## config.mk

```make
export PLATFORM = sky130hd
export DESIGN_NAME = dbecc_report
export DESIGN_NICKNAME = d
export VERILOG_FILES = /design/src/verilog/dbecc_pkg.sv /design/src/verilog/dbecc_resp_mem.sv /design/src/verilog/dbecc_report.sv
export SDC_FILE = /design/constraint.sdc
export NUM_CORES = 1
export LEC_CHECK = 0
export BUFFER_PORTS_ARGS = -buffer_cell sky130_fd_sc_hd__buf_2
export CORE_MARGIN = 4
export CORE_UTILIZATION = 28
export CTS_CLUSTER_SIZE = 16
export DETAILED_ROUTE_END_ITERATION = 10
export SLEW_MARGIN = 15
export SYNTH_ARGS = -nofsm -noshare
export SYNTH_HDL_FRONTEND = slang
export SYNTH_SLANG_ARGS = --single-unit
```

## constraint.sdc

```tcl
create_clock -name clk -period 4.18 [get_ports clk]
set_input_delay 0.209 -clock clk [delete_from_list [all_inputs] [get_ports clk]]
set_output_delay 0.209 -clock clk [all_outputs]
set_load 0.01 [all_outputs]
```

## src/verilog/dbecc_pkg.sv

```systemverilog
package dbecc_pkg;
  // Register byte offsets
  localparam logic [7:0] RAW_STATUS_OFS  = 8'h00;
  localparam logic [7:0] MASKED_STAT_OFS = 8'h04;
  localparam logic [7:0] ENABLE_SET_OFS  = 8'h08;
  localparam logic [7:0] ENABLE_CLR_OFS  = 8'h0C;
  localparam logic [7:0] ADDR_LOG_OFS    = 8'h10;
  localparam logic [7:0] ERR_COUNT_OFS   = 8'h14;
  // Field positions
  localparam int DBL_ERR_BIT = 4;
  // Reset values
  localparam logic [31:0] ADDR_LOG_RESET = 32'h0000_0000;
  localparam logic        ENABLE_RESET   = 1'b0;
  // Response status codes
  localparam logic [1:0] RESP_OK  = 2'h0;
  localparam logic [1:0] RESP_ERR = 2'h3;
  // Depth of the read-response queue
  localparam int RESP_SLOTS = 32;
endpackage : dbecc_pkg

```

## src/verilog/dbecc_resp_mem.sv

```systemverilog
`timescale 1ns/1ps
// Slot storage for read responses; registered read port
module dbecc_resp_mem #(
  parameter int WIDTH = 35,
  parameter int DEPTH = 32,
  parameter int AW    = 5
) (
  input  wire logic             clk,
  input  wire logic             ce,
  input  wire logic             we,
  input  wire logic [AW-1:0]    waddr,
  input  wire logic [WIDTH-1:0] wdata,
  input  wire logic             re,
  input  wire logic [AW-1:0]    raddr,
  output logic      [WIDTH-1:0] rdata
);
  logic [WIDTH-1:0] mem [DEPTH];

  // Each slot is written only through its own address
  always_ff @(posedge clk) begin
    if (ce && we) begin
      mem[waddr] <= wdata;
    end
  end

  always_ff @(posedge clk) begin
    if (ce && re) begin
      rdata <= mem[raddr];
    end
  end
endmodule : dbecc_resp_mem

```

## src/verilog/dbecc_report.sv

```systemverilog
`timescale 1ns/1ps
module dbecc_report #(
  parameter int DATA_W = 32,
  parameter int DEPTH  = dbecc_pkg::RESP_SLOTS,
  parameter int AW     = $clog2(dbecc_pkg::RESP_SLOTS)
) (
  input  wire logic              clk,
  input  wire logic              reset,
  input  wire logic              ce,
  // Read results from the memory core
  input  wire logic              rd_valid,
  output logic                   rd_ready,
  input  wire logic [DATA_W-1:0] rd_data,
  input  wire logic [31:0]       rd_addr,
  input  wire logic              rd_double_err,
  // Response toward the requesting master
  output logic                   resp_valid,
  input  wire logic              resp_ready,
  output logic      [DATA_W-1:0] resp_data,
  output logic      [1:0]        resp_status,
  // Wishbone slave
  input  wire logic              wb_cyc_i,
  input  wire logic              wb_stb_i,
  input  wire logic              wb_we_i,
  input  wire logic [7:0]        wb_adr_i,
  input  wire logic [3:0]        wb_sel_i,
  input  wire logic [31:0]       wb_dat_i,
  output logic      [31:0]       wb_dat_o,
  output logic                   wb_ack_o,
  output logic                   err_irq
);
  localparam int W = DATA_W + 1;

  logic [AW-1:0]  wr_ptr_reg;
  logic [AW-1:0]  rd_ptr_reg;
  logic [AW:0]    count_reg;
  logic [AW:0]    held;
  logic           out_valid_reg;
  logic [W-1:0]   mem_rdata;
  logic           raw_flag_reg;
  logic           enable_reg;
  logic [31:0]    addr_log_reg;
  logic [15:0]    err_count_reg;
  logic           ack_reg;
  logic [31:0]    dat_o_reg;
  logic           push;
  logic           pop;
  logic           load_out;
  logic           wb_req;
  logic           wb_wr;
  logic           clear_flag;

  // Queue handshakes; the output register refills when empty or taken.
  // The output stage counts as a slot, so never more than 32 responses are held
  assign held       = count_reg + (AW+1)'(out_valid_reg);
  assign rd_ready   = (held < (AW+1)'(DEPTH));
  assign push       = rd_valid && rd_ready;
  assign load_out   = (count_reg != '0) && (!out_valid_reg || resp_ready);
  assign pop        = load_out;
  assign resp_valid = out_valid_reg;

  // Status word per slot: error bit stored with the slot's own data
  dbecc_resp_mem #(
    .WIDTH (W),
    .DEPTH (DEPTH),
    .AW    (AW)
  ) u_mem (
    .clk   (clk),
    .ce    (ce),
    .we    (push),
    .waddr (wr_ptr_reg),
    .wdata ({rd_double_err, rd_data}),
    .re    (pop),
    .raddr (rd_ptr_reg),
    .rdata (mem_rdata)
  );

  // Round-robin slot pointers wrap naturally through all 32 slots
  always_ff @(posedge clk) begin
    if (reset) begin
      wr_ptr_reg <= '0;
      rd_ptr_reg <= '0;
      count_reg  <= '0;
    end else if (ce) begin
      if (push) wr_ptr_reg <= wr_ptr_reg + AW'(1);
      if (pop)  rd_ptr_reg <= rd_ptr_reg + AW'(1);
      count_reg <= count_reg + (AW+1)'(push) - (AW+1)'(pop);
    end
  end

  // Output stage valid tracks the registered memory read
  always_ff @(posedge clk) begin
    if (reset) begin
      out_valid_reg <= 1'b0;
    end else if (ce) begin
      if (load_out) out_valid_reg <= 1'b1;
      else if (resp_ready) out_valid_reg <= 1'b0;
    end
  end

  // Data and status leave together from the same slot word
  assign resp_data   = mem_rdata[DATA_W-1:0];
  assign resp_status = mem_rdata[DATA_W] ? dbecc_pkg::RESP_ERR : dbecc_pkg::RESP_OK;

  // Bus decode
  assign wb_req     = wb_cyc_i && wb_stb_i && !ack_reg;
  // A write lands at the edge at which the master sees ack, never earlier
  assign wb_wr      = wb_cyc_i && wb_stb_i && ack_reg && wb_we_i && wb_sel_i[0];
  assign clear_flag = wb_wr && (wb_adr_i == dbecc_pkg::RAW_STATUS_OFS)
                      && wb_dat_i[dbecc_pkg::DBL_ERR_BIT];

  // Sticky error flag: a new error beats a write-one-to-clear
  always_ff @(posedge clk) begin
    if (reset) begin
      raw_flag_reg <= 1'b0;
    end else if (ce) begin
      if (push && rd_double_err) raw_flag_reg <= 1'b1;
      else if (clear_flag) raw_flag_reg <= 1'b0;
    end
  end

  // Address of the latest failing read
  always_ff @(posedge clk) begin
    if (reset) begin
      addr_log_reg  <= dbecc_pkg::ADDR_LOG_RESET;
      err_count_reg <= '0;
    end else if (ce && push && rd_double_err) begin
      addr_log_reg  <= rd_addr;
      err_count_reg <= (err_count_reg == 16'hFFFF) ? err_count_reg : err_count_reg + 16'h0001;
    end
  end

  // Interrupt enable, set and clear registers; recommended on
  always_ff @(posedge clk) begin
    if (reset) begin
      enable_reg <= dbecc_pkg::ENABLE_RESET;
    end else if (ce && wb_wr && wb_dat_i[dbecc_pkg::DBL_ERR_BIT]) begin
      if (wb_adr_i == dbecc_pkg::ENABLE_SET_OFS) enable_reg <= 1'b1;
      else if (wb_adr_i == dbecc_pkg::ENABLE_CLR_OFS) enable_reg <= 1'b0;
    end
  end

  assign err_irq = raw_flag_reg && enable_reg;

  // Read mux and one-cycle ack; unmapped reads return zero
  always_ff @(posedge clk) begin
    if (reset) begin
      ack_reg   <= 1'b0;
      dat_o_reg <= 32'h0000_0000;
    end else if (ce) begin
      ack_reg   <= wb_req;
      dat_o_reg <= 32'h0000_0000;
      if (wb_req && !wb_we_i) begin
        if (wb_adr_i == dbecc_pkg::RAW_STATUS_OFS)
          dat_o_reg[dbecc_pkg::DBL_ERR_BIT] <= raw_flag_reg;
        else if (wb_adr_i == dbecc_pkg::MASKED_STAT_OFS)
          dat_o_reg[dbecc_pkg::DBL_ERR_BIT] <= raw_flag_reg && enable_reg;
        else if (wb_adr_i == dbecc_pkg::ENABLE_SET_OFS ||
                 wb_adr_i == dbecc_pkg::ENABLE_CLR_OFS)
          dat_o_reg[dbecc_pkg::DBL_ERR_BIT] <= enable_reg;
        else if (wb_adr_i == dbecc_pkg::ADDR_LOG_OFS)
          dat_o_reg <= addr_log_reg;
        else if (wb_adr_i == dbecc_pkg::ERR_COUNT_OFS)
          dat_o_reg <= {16'h0000, err_count_reg};
      end
    end
  end

  assign wb_ack_o = ack_reg;
  assign wb_dat_o = dat_o_reg;

  // Checks on error recording
  flag_sets_a: assert property (@(posedge clk) disable iff (reset)
    ce && push && rd_double_err |=> raw_flag_reg)
    else $error("error flag not set");
  clear_flag_a: assert property (@(posedge clk) disable iff (reset)
    ce && clear_flag && !(push && rd_double_err) |=> !raw_flag_reg)
    else $error("error flag not cleared");
  irq_follows_a: assert property (@(posedge clk) disable iff (reset)
    ce && push && rd_double_err && enable_reg |=> err_irq)
    else $error("interrupt not raised");
  log_captures_a: assert property (@(posedge clk) disable iff (reset)
    ce && push && rd_double_err |=> addr_log_reg == $past(rd_addr))
    else $error("address not logged");
  log_keeps_a: assert property (@(posedge clk) disable iff (reset)
    !(ce && push && rd_double_err) |=> $stable(addr_log_reg))
    else $error("address log changed");
  // Checks on the response queue
  ptr_steps_a: assert property (@(posedge clk) disable iff (reset)
    ce && push |=> wr_ptr_reg == $past(wr_ptr_reg) + AW'(1))
    else $error("slot order broken");
  read_order_a: assert property (@(posedge clk) disable iff (reset)
    ce && pop |=> rd_ptr_reg == $past(rd_ptr_reg) + AW'(1))
    else $error("read order broken");
  no_overfill_a: assert property (@(posedge clk) disable iff (reset)
    held <= (AW+1)'(DEPTH))
    else $error("queue overfilled");
  resp_load_a: assert property (@(posedge clk) disable iff (reset)
    ce && load_out |=> resp_valid)
    else $error("response not presented");
  resp_holds_a: assert property (@(posedge clk) disable iff (reset)
    ce && resp_valid && !resp_ready |=> resp_valid && $stable(resp_data)
                                        && $stable(resp_status))
    else $error("response changed before taken");
  // Checks on the register bus
  masked_bit_a: assert property (@(posedge clk) disable iff (reset)
    ce && wb_req && !wb_we_i && wb_adr_i == dbecc_pkg::MASKED_STAT_OFS
    |=> wb_dat_o[dbecc_pkg::DBL_ERR_BIT] == $past(err_irq))
    else $error("masked status wrong");
  enable_set_a: assert property (@(posedge clk) disable iff (reset)
    ce && wb_wr && wb_adr_i == dbecc_pkg::ENABLE_SET_OFS
    && wb_dat_i[dbecc_pkg::DBL_ERR_BIT] |=> enable_reg)
    else $error("enable not set");
  ack_pulse_a: assert property (@(posedge clk) disable iff (reset)
    wb_ack_o |=> !wb_ack_o)
    else $error("ack held");

  // Main scenarios
  full_cov: cover property (@(posedge clk) held == (AW+1)'(DEPTH));
  wrap_cov: cover property (@(posedge clk) ce && push && wr_ptr_reg == '1);
  err_cov: cover property (@(posedge clk) resp_valid && resp_status == dbecc_pkg::RESP_ERR);
  irq_cov: cover property (@(posedge clk) err_irq);
endmodule : dbecc_report

```

==> flow_metrics.env, run 1 <==
export IMPL_gp_congestion=0.757
export IMPL_die_h_um=410
export IMPL_post_synth_cell_area_avg_um2=19.6
export IMPL_hpwl_um=65700
export IMPL_numCtsBuffers=116
export IMPL_ff2ff_setup_slack_ps=990
export IMPL_status="finished, final reports clean"
export IMPL_top_layer="met5"
export IMPL_antenna_found_initial=5
export IMPL_critPathArrivalTime_ps=3620
export IMPL_synth_edff_count=1089
export IMPL_hold_path_end="u_mem.mem[19][32]"
export IMPL_most_common_layout_cells="1,089 x edfxtp_1, 198 x mux4_2, 152 x buf_2"
export IMPL_synth_ff_type="edfxtp_1"
export IMPL_rows=147
export IMPL_grt_pass1_wl_um=167000
export IMPL_worst_slew_pin_slew_ps=1150
export IMPL_synth_fp_nets=2440
export IMPL_met1Wirelength_um=49600
export IMPL_drc_errors=0
export IMPL_clock_path_buffers=3
export IMPL_numPortBuffers=152
export IMPL_setup_viol=0
export IMPL_grt_max_degree=69
export IMPL_seq_area_frac_synth_pct=76.6
export IMPL_synthCells=2306
export IMPL_vias_per_cell=4.82
export IMPL_die_area_um2=168000
export IMPL_max_freq_mhz=313
export IMPL_tritoncts="yes"
export IMPL_yosys_warnings=0
export IMPL_hold_viol=0
export IMPL_p_leak_nw=16.7
export IMPL_grt_use_total_pct=13.3
export IMPL_final_common_cell="edfxtp_1"
export IMPL_path_clk_slew_ps=60
export IMPL_skew_ps=70.1
export IMPL_synth_seq_cells=1189
export IMPL_root_buffer="clkbuf_16"
export IMPL_nFillCells=15300
export IMPL_die_w_um=410
export IMPL_drv_cap=0
export IMPL_synth_distinct_cells=58
export IMPL_h_tree_depth=3
export IMPL_drt_iter0_drc=2597
export IMPL_required_ps=4610
export IMPL_regMostFlops="u_mem.mem"
export IMPL_fin_cells=4903
export IMPL_layout_setup_ws_ps=986
export IMPL_slew_headroom_pct=22.7
export IMPL_min_period_ps=3190
export IMPL_clk_latency_ps=760
export IMPL_cpPeakStageDelay_ps=760
export IMPL_pre_cts_ws_ps=988
export IMPL_area_growth_pct=19.9
export IMPL_hold_buffers=92
export IMPL_async_flop_share_pct=0
export IMPL_post_cts_resized=0
export IMPL_wl_per_cell_um=23.2
export IMPL_drt_wl_total_um=114000
export IMPL_r2r_cells=5
export IMPL_reg_top3="u_mem.mem: 1056 flops, u_mem.rdata: 33 flops"
export IMPL_critical_path_class="reg -> reg"
export IMPL_rsz0062_at_grt="false"
export IMPL_hp_class="in -> reg"
export IMPL_netlist_area_um2=45300
export IMPL_critPathSlowestCell="a211oi_1"
export IMPL_powerDensity_nw_per_um2=528
export IMPL_vias=23700
export IMPL_cp_end_kind="flop"
export IMPL_ir_drop_v=0.000378
export IMPL_start_kind="flop"
export IMPL_reg2reg_from="rd_ptr_reg[0]"
export IMPL_hold_depth=1
export IMPL_core_area_um2=161000
export IMPL_drv_slew=0
export IMPL_dp_cells=4590
export IMPL_grt_pass1_vias=24000
export IMPL_critical_path_max_fanout=51
export IMPL_first_pass_iters=5
export IMPL_power_w=0.0287
export IMPL_clock_sinks=1189
export IMPL_overflow=0
export IMPL_initial_core_util_pct=28.2
export IMPL_rr_endpoint="u_mem.rdata[0]"
export IMPL_num_io_pins=187
export IMPL_min_from="rd_double_err"
export IMPL_final_setup_tns_ps=0
export IMPL_fin_crit_sh_pct=76.4
export IMPL_fin_nets=2774
export IMPL_drive_above_1_share_pct=24.7
export IMPL_path_cells="nand2b_2 -> buf_4 -> o221ai_1 -> a211oi_1 -> a21oi_1"
export IMPL_largest_reg_flops=1056
export IMPL_post_cts_setup_buffers=0
export IMPL_wl_met3_um=7410
export IMPL_route_met2_wl_um=54300
export IMPL_antenna_left=0
-- worst max-delay path: cells and delay by family, from the launching register on --
kind | cells | cell delay, ps
AOI/OAI and AO/OA | 3 | 1190
DFF | 1 | 750
and+or+nand+nor | 1 | 230
buffers and inverters | 1 | 710
-- how the worst max path moves through the flow --
stage | start | to | cells after the start
2_1_floorplan | count_reg[1] | u_mem.mem[29][0] | 6
3_3_place_gp | rd_ptr_reg[0] | u_mem.rdata[32] | 5
3_5_place_dp | rd_ptr_reg[0] | u_mem.rdata[0] | 5
4_1_cts | rd_ptr_reg[0] | u_mem.rdata[0] | 5
5_1_grt | rd_ptr_reg[0] | u_mem.rdata[0] | 5
6_report | rd_ptr_reg[0] | u_mem.rdata[0] | 5
-- cell families (layout without fill, tap and decap cells) --
| family | count (synthesis) | after routing | synth area share (%) |
|---|---|---|---|
| other | 0 | 3 | 0 |
| AOI/OAI and AO/OA | 351 | 351 | 5.40 |
| xor gates and xnor gates | 22 | 22 | 0.425 |
| DFF | 1189 | 1189 | 76.6 |
| adders and majority gates | 17 | 17 | 0.486 |
| muxes | 339 | 339 | 13.0 |
| and+or+nand+nor | 241 | 241 | 2.46 |
| buffers and inverters | 147 | 581 | 1.62 |
-- area by class of cell --
| class | instances | area, µm² | share of cell area (%) |
|---|---|---|---|
| Multi-Input combinational cell | 970 | 10100 | 18.7 |
| Inverter | 13 | 48.8 | 0.0899 |
| Sequential cell | 1189 | 34700 | 63.9 |
| Antenna cell | 3 | 7.51 | 0.0138 |
| Clock inverter | 74 | 935 | 1.72 |
| Clock buffer | 144 | 3030 | 5.58 |
| Tap cell | 2160 | 2700 | 4.98 |
| Timing Repair Buffer | 350 | 2700 | 4.98 |
-- Yosys cell counts (3+ instances only) --
cell,number,area share [%]
buf_4,5,0.083
nand2_1,92,0.76
mux4_2,198,9.8
o22ai_1,33,0.46
o21ai_0,14,0.15
nor2_1,89,0.74
dfxtp_1,100,4.4
a21oi_1,74,0.82
inv_1,12,0.099
nor4_1,3,0.041
nor2b_1,3,0.041
o2111ai_1,3,0.058
nand2b_1,5,0.069
a22oi_1,65,1.1
and3_1,3,0.041
or3_1,4,0.055
o211ai_1,5,0.083
nand3b_1,5,0.083
nand3_1,6,0.066
mux2i_1,138,3.0
xnor2_1,7,0.14
xor2_1,15,0.29
and4_1,6,0.12
ha_1,16,0.44
a22o_1,34,0.66
clkbuf_1,61,0.51
buf_2,50,0.55
nand4_1,7,0.097
buf_6,8,0.20
a211oi_1,70,1.2
edfxtp_1,1089,72
o221ai_1,33,0.64
and2_1,5,0.069
buf_1,7,0.058
o21ai_1,11,0.12
-- stage by stage --
| stage | hold WS (ps) | area, µm² | util, % |
|---|---|---|---|
| floorplan | 308 | 45300 | - |
| global placement | 437 | 49400 | 30.7 |
| CTS | 9.60 | 54300 | 33.8 |
| finish | 76.6 | 54300 | 33.8 |
| detailed placement | 443 | 49400 | 30.7 |
| global route | 77.3 | 54300 | 33.8 |
-- layer usage --
metal,track usage (%),vias to the layer above
met5,0,-
met4,3.29,2
met3,2.42,148
met2,21.4,808
met1,18.5,12500
li1,-,10200
-- where the power goes --
part	leakage, nW	switching (W)	total [W]	internal (W)
clock network	1.91	0.00455	0.0108	0.00623
registers	10.6	0.000245	0.0135	0.0133
logic	4.12	0.00223	0.00437	0.00214
total	16.7	0.00702	0.0287	0.0217
No activity file was read; power rests on OpenSTA's default activity.
==> run 2: changes to the inputs <==
==> constraint.sdc (replaced) <==
create_clock -name clk -period 3.18 [get_ports clk]
set_input_delay 0.159 -clock clk [delete_from_list [all_inputs] [get_ports clk]]
set_output_delay 0.159 -clock clk [all_outputs]
set_load 0.01 [all_outputs]
==> flow_metrics.env, run 2 (same netlist as run 1, synthesis figures left out) <==
export IMPL_critPathArrivalTime_ps=3450
export IMPL_initial_core_util_pct=28.2
export IMPL_drv_slew=0
export IMPL_root_buffer="clkbuf_16"
export IMPL_grt_pass1_vias=24100
export IMPL_final_common_cell="edfxtp_1"
export IMPL_die_h_um=410
export IMPL_finalInstanceArea_um2=54600
export IMPL_path_common_cell="buf_4"
export IMPL_final_setup_tns_ps=0
export IMPL_max_freq_mhz=355
export IMPL_critPathSlowestCell="mux2i_4"
export IMPL_grt_pass1_wl_um=167000
export IMPL_drv_cap=0
export IMPL_cp_top_family="buffers and inverters"
export IMPL_hold_path_end="wb_ack_o"
export IMPL_min_period_ps=2820
export IMPL_die_area_um2=168000
export IMPL_drt_iter0_drc=2063
export IMPL_slew_headroom_pct=29.4
export IMPL_whs_ps=45.5
export IMPL_grt_use_total_pct=13.3
export IMPL_hold_depth=5
export IMPL_path_clk_slew_ps=60
export IMPL_powerDensity_nw_per_um2=674
export IMPL_required_ps=3820
export IMPL_setup_viol=0
export IMPL_antenna_left=0
export IMPL_fin_crit_sh_pct=88.6
export IMPL_cpPeakStageDelay_ps=590
export IMPL_numCtsBuffers=116
export IMPL_start_kind="flop"
export IMPL_gp_congestion=0.758
export IMPL_core_area_um2=161000
export IMPL_hold_viol=0
export IMPL_ff2ff_setup_slack_ps=360
export IMPL_post_cts_resized=0
export IMPL_rsz0062_at_grt="false"
export IMPL_reg_top3="u_mem.mem: 1056 flops, u_mem.rdata: 33 flops"
export IMPL_regMostFlops="u_mem.mem"
export IMPL_power_w=0.0368
export IMPL_overflow=0
export IMPL_tritoncts="yes"
export IMPL_h_tree_depth=3
export IMPL_critical_path_max_fanout=20
export IMPL_rows=147
export IMPL_hpwl_um=66800
export IMPL_crit_buf_inv=3
export IMPL_antenna_found_initial=5
export IMPL_grt_max_degree=58
export IMPL_rr_endpoint="addr_log_reg[22]"
export IMPL_clk_latency_ps=770
export IMPL_reg2reg_from="count_reg[1]"
export IMPL_clock_path_buffers=3
export IMPL_critical_path_class="reg -> reg"
export IMPL_placed_area_um2=50000
export IMPL_min_from="wb_stb_i"
export IMPL_drive_above_1_share_pct=25.2
export IMPL_clock_sinks=1189
export IMPL_hp_class="in -> reg"
export IMPL_cp_end_kind="flop"
export IMPL_fin_nets=2812
export IMPL_numPortBuffers=152
export IMPL_area_growth_pct=20.6
export IMPL_vias=23600
export IMPL_first_pass_iters=5
export IMPL_largest_reg_flops=1056
export IMPL_ir_drop_v=0.000540
export IMPL_num_io_pins=187
export IMPL_wl_per_cell_um=23.2
export IMPL_r2r_cells=8
export IMPL_most_common_layout_cells="1,089 x edfxtp_1, 198 x mux4_2, 152 x buf_2"
export IMPL_path_cells="ha_1 -> and4_1 -> buf_4 -> mux2i_4 -> buf_4 -> nand2_1 -> a21oi_1 -> dlygate4sd3_1"
export IMPL_skew_ps=80.9
export IMPL_vias_per_cell=4.79
export IMPL_dp_cells=4626
export IMPL_status="finished, final reports clean"
export IMPL_drc_errors=0
export IMPL_die_w_um=410
export IMPL_worst_slew_pin_slew_ps=1060
export IMPL_fin_cells=4937
export IMPL_nFillCells=15100
export IMPL_drt_wl_total_um=114000
export IMPL_p_leak_nw=16.8
-- run 2: cell count changes in the layout (fill, tap and decap cells not counted), sizes merged --
cell / previous run / this run
clkinv: 49 / 52
bufinv: 17 / 6
clkbuf: 144 / 148
inv: 17 / 18
dlygate4sd3: 92 / 94
buf: 258 / 294
clkinvlp: 4 / 3
-- run 2: per-layer routing --
layer	vias to the layer above	global-route usage [%]	wire length [µm]
met5	-	0	13
li1	10300	-	-
met3	153	3.06	7710
met2	771	21.5	54900
met4	2	3.42	2470
met1	12500	18.3	49200
-- run 2: area by class of cell --
class	count	area (µm²)	area share [%]
clock buffers	148	3040	5.57
flip-flops and latches	1189	34700	63.5
repair buffers	388	3360	6.14
diodes	3	7.51	0.0137
inverters	13	48.8	0.0893
well taps	2160	2700	4.95
clock inverters	66	616	1.13
multi-input cells	970	10100	18.6
-- run 2: where the power goes --
| group | switching [W] | internal [W] | leakage, nW |
|---|---|---|---|
| sequential | 0.000241 | 0.0175 | 10.6 |
| clock | 0.00588 | 0.00729 | 1.77 |
| combinational | 0.00297 | 0.00298 | 4.41 |
| total | 0.00910 | 0.0277 | 16.8 |
-- run 2: worst max-delay path by stage --
| stage | to | cells past startpoint | slack (ps) | from |
|---|---|---|---|---|
| final | addr_log_reg[22] | 8 | 360 | count_reg[1] |
| after global routing | addr_log_reg[24] | 8 | 210 | count_reg[1] |
| after CTS | u_mem.mem[29][9] | 9 | 370 | count_reg[1] |
| after detailed placement | u_mem.mem[29][17] | 9 | 370 | count_reg[1] |
| after global placement | u_mem.mem[29][17] | 9 | 390 | count_reg[1] |
| after floorplan | u_mem.mem[29][0] | 6 | -160 | count_reg[1] |
-- run 2: what timing repair did --
action | CTS | global route
hold buffers | 94 | 0
endpoints found under the hold margin | 1114 | 0
setup buffers | 0 | 0
-- run 2: worst min-delay path, stage by stage --
cell	delay, ps
buf_2	80
nand3_1	190
nor2_1	140
a21oi_1	50
nor2_1	80
-- run 2: per-stage QoR --
step	util [%]	worst slack, ps
after floorplan	-	-163
after global placement	31.1	391
after detailed placement	31.1	365
after CTS	34.0	373
after global routing	34.0	213
final	34.0	361
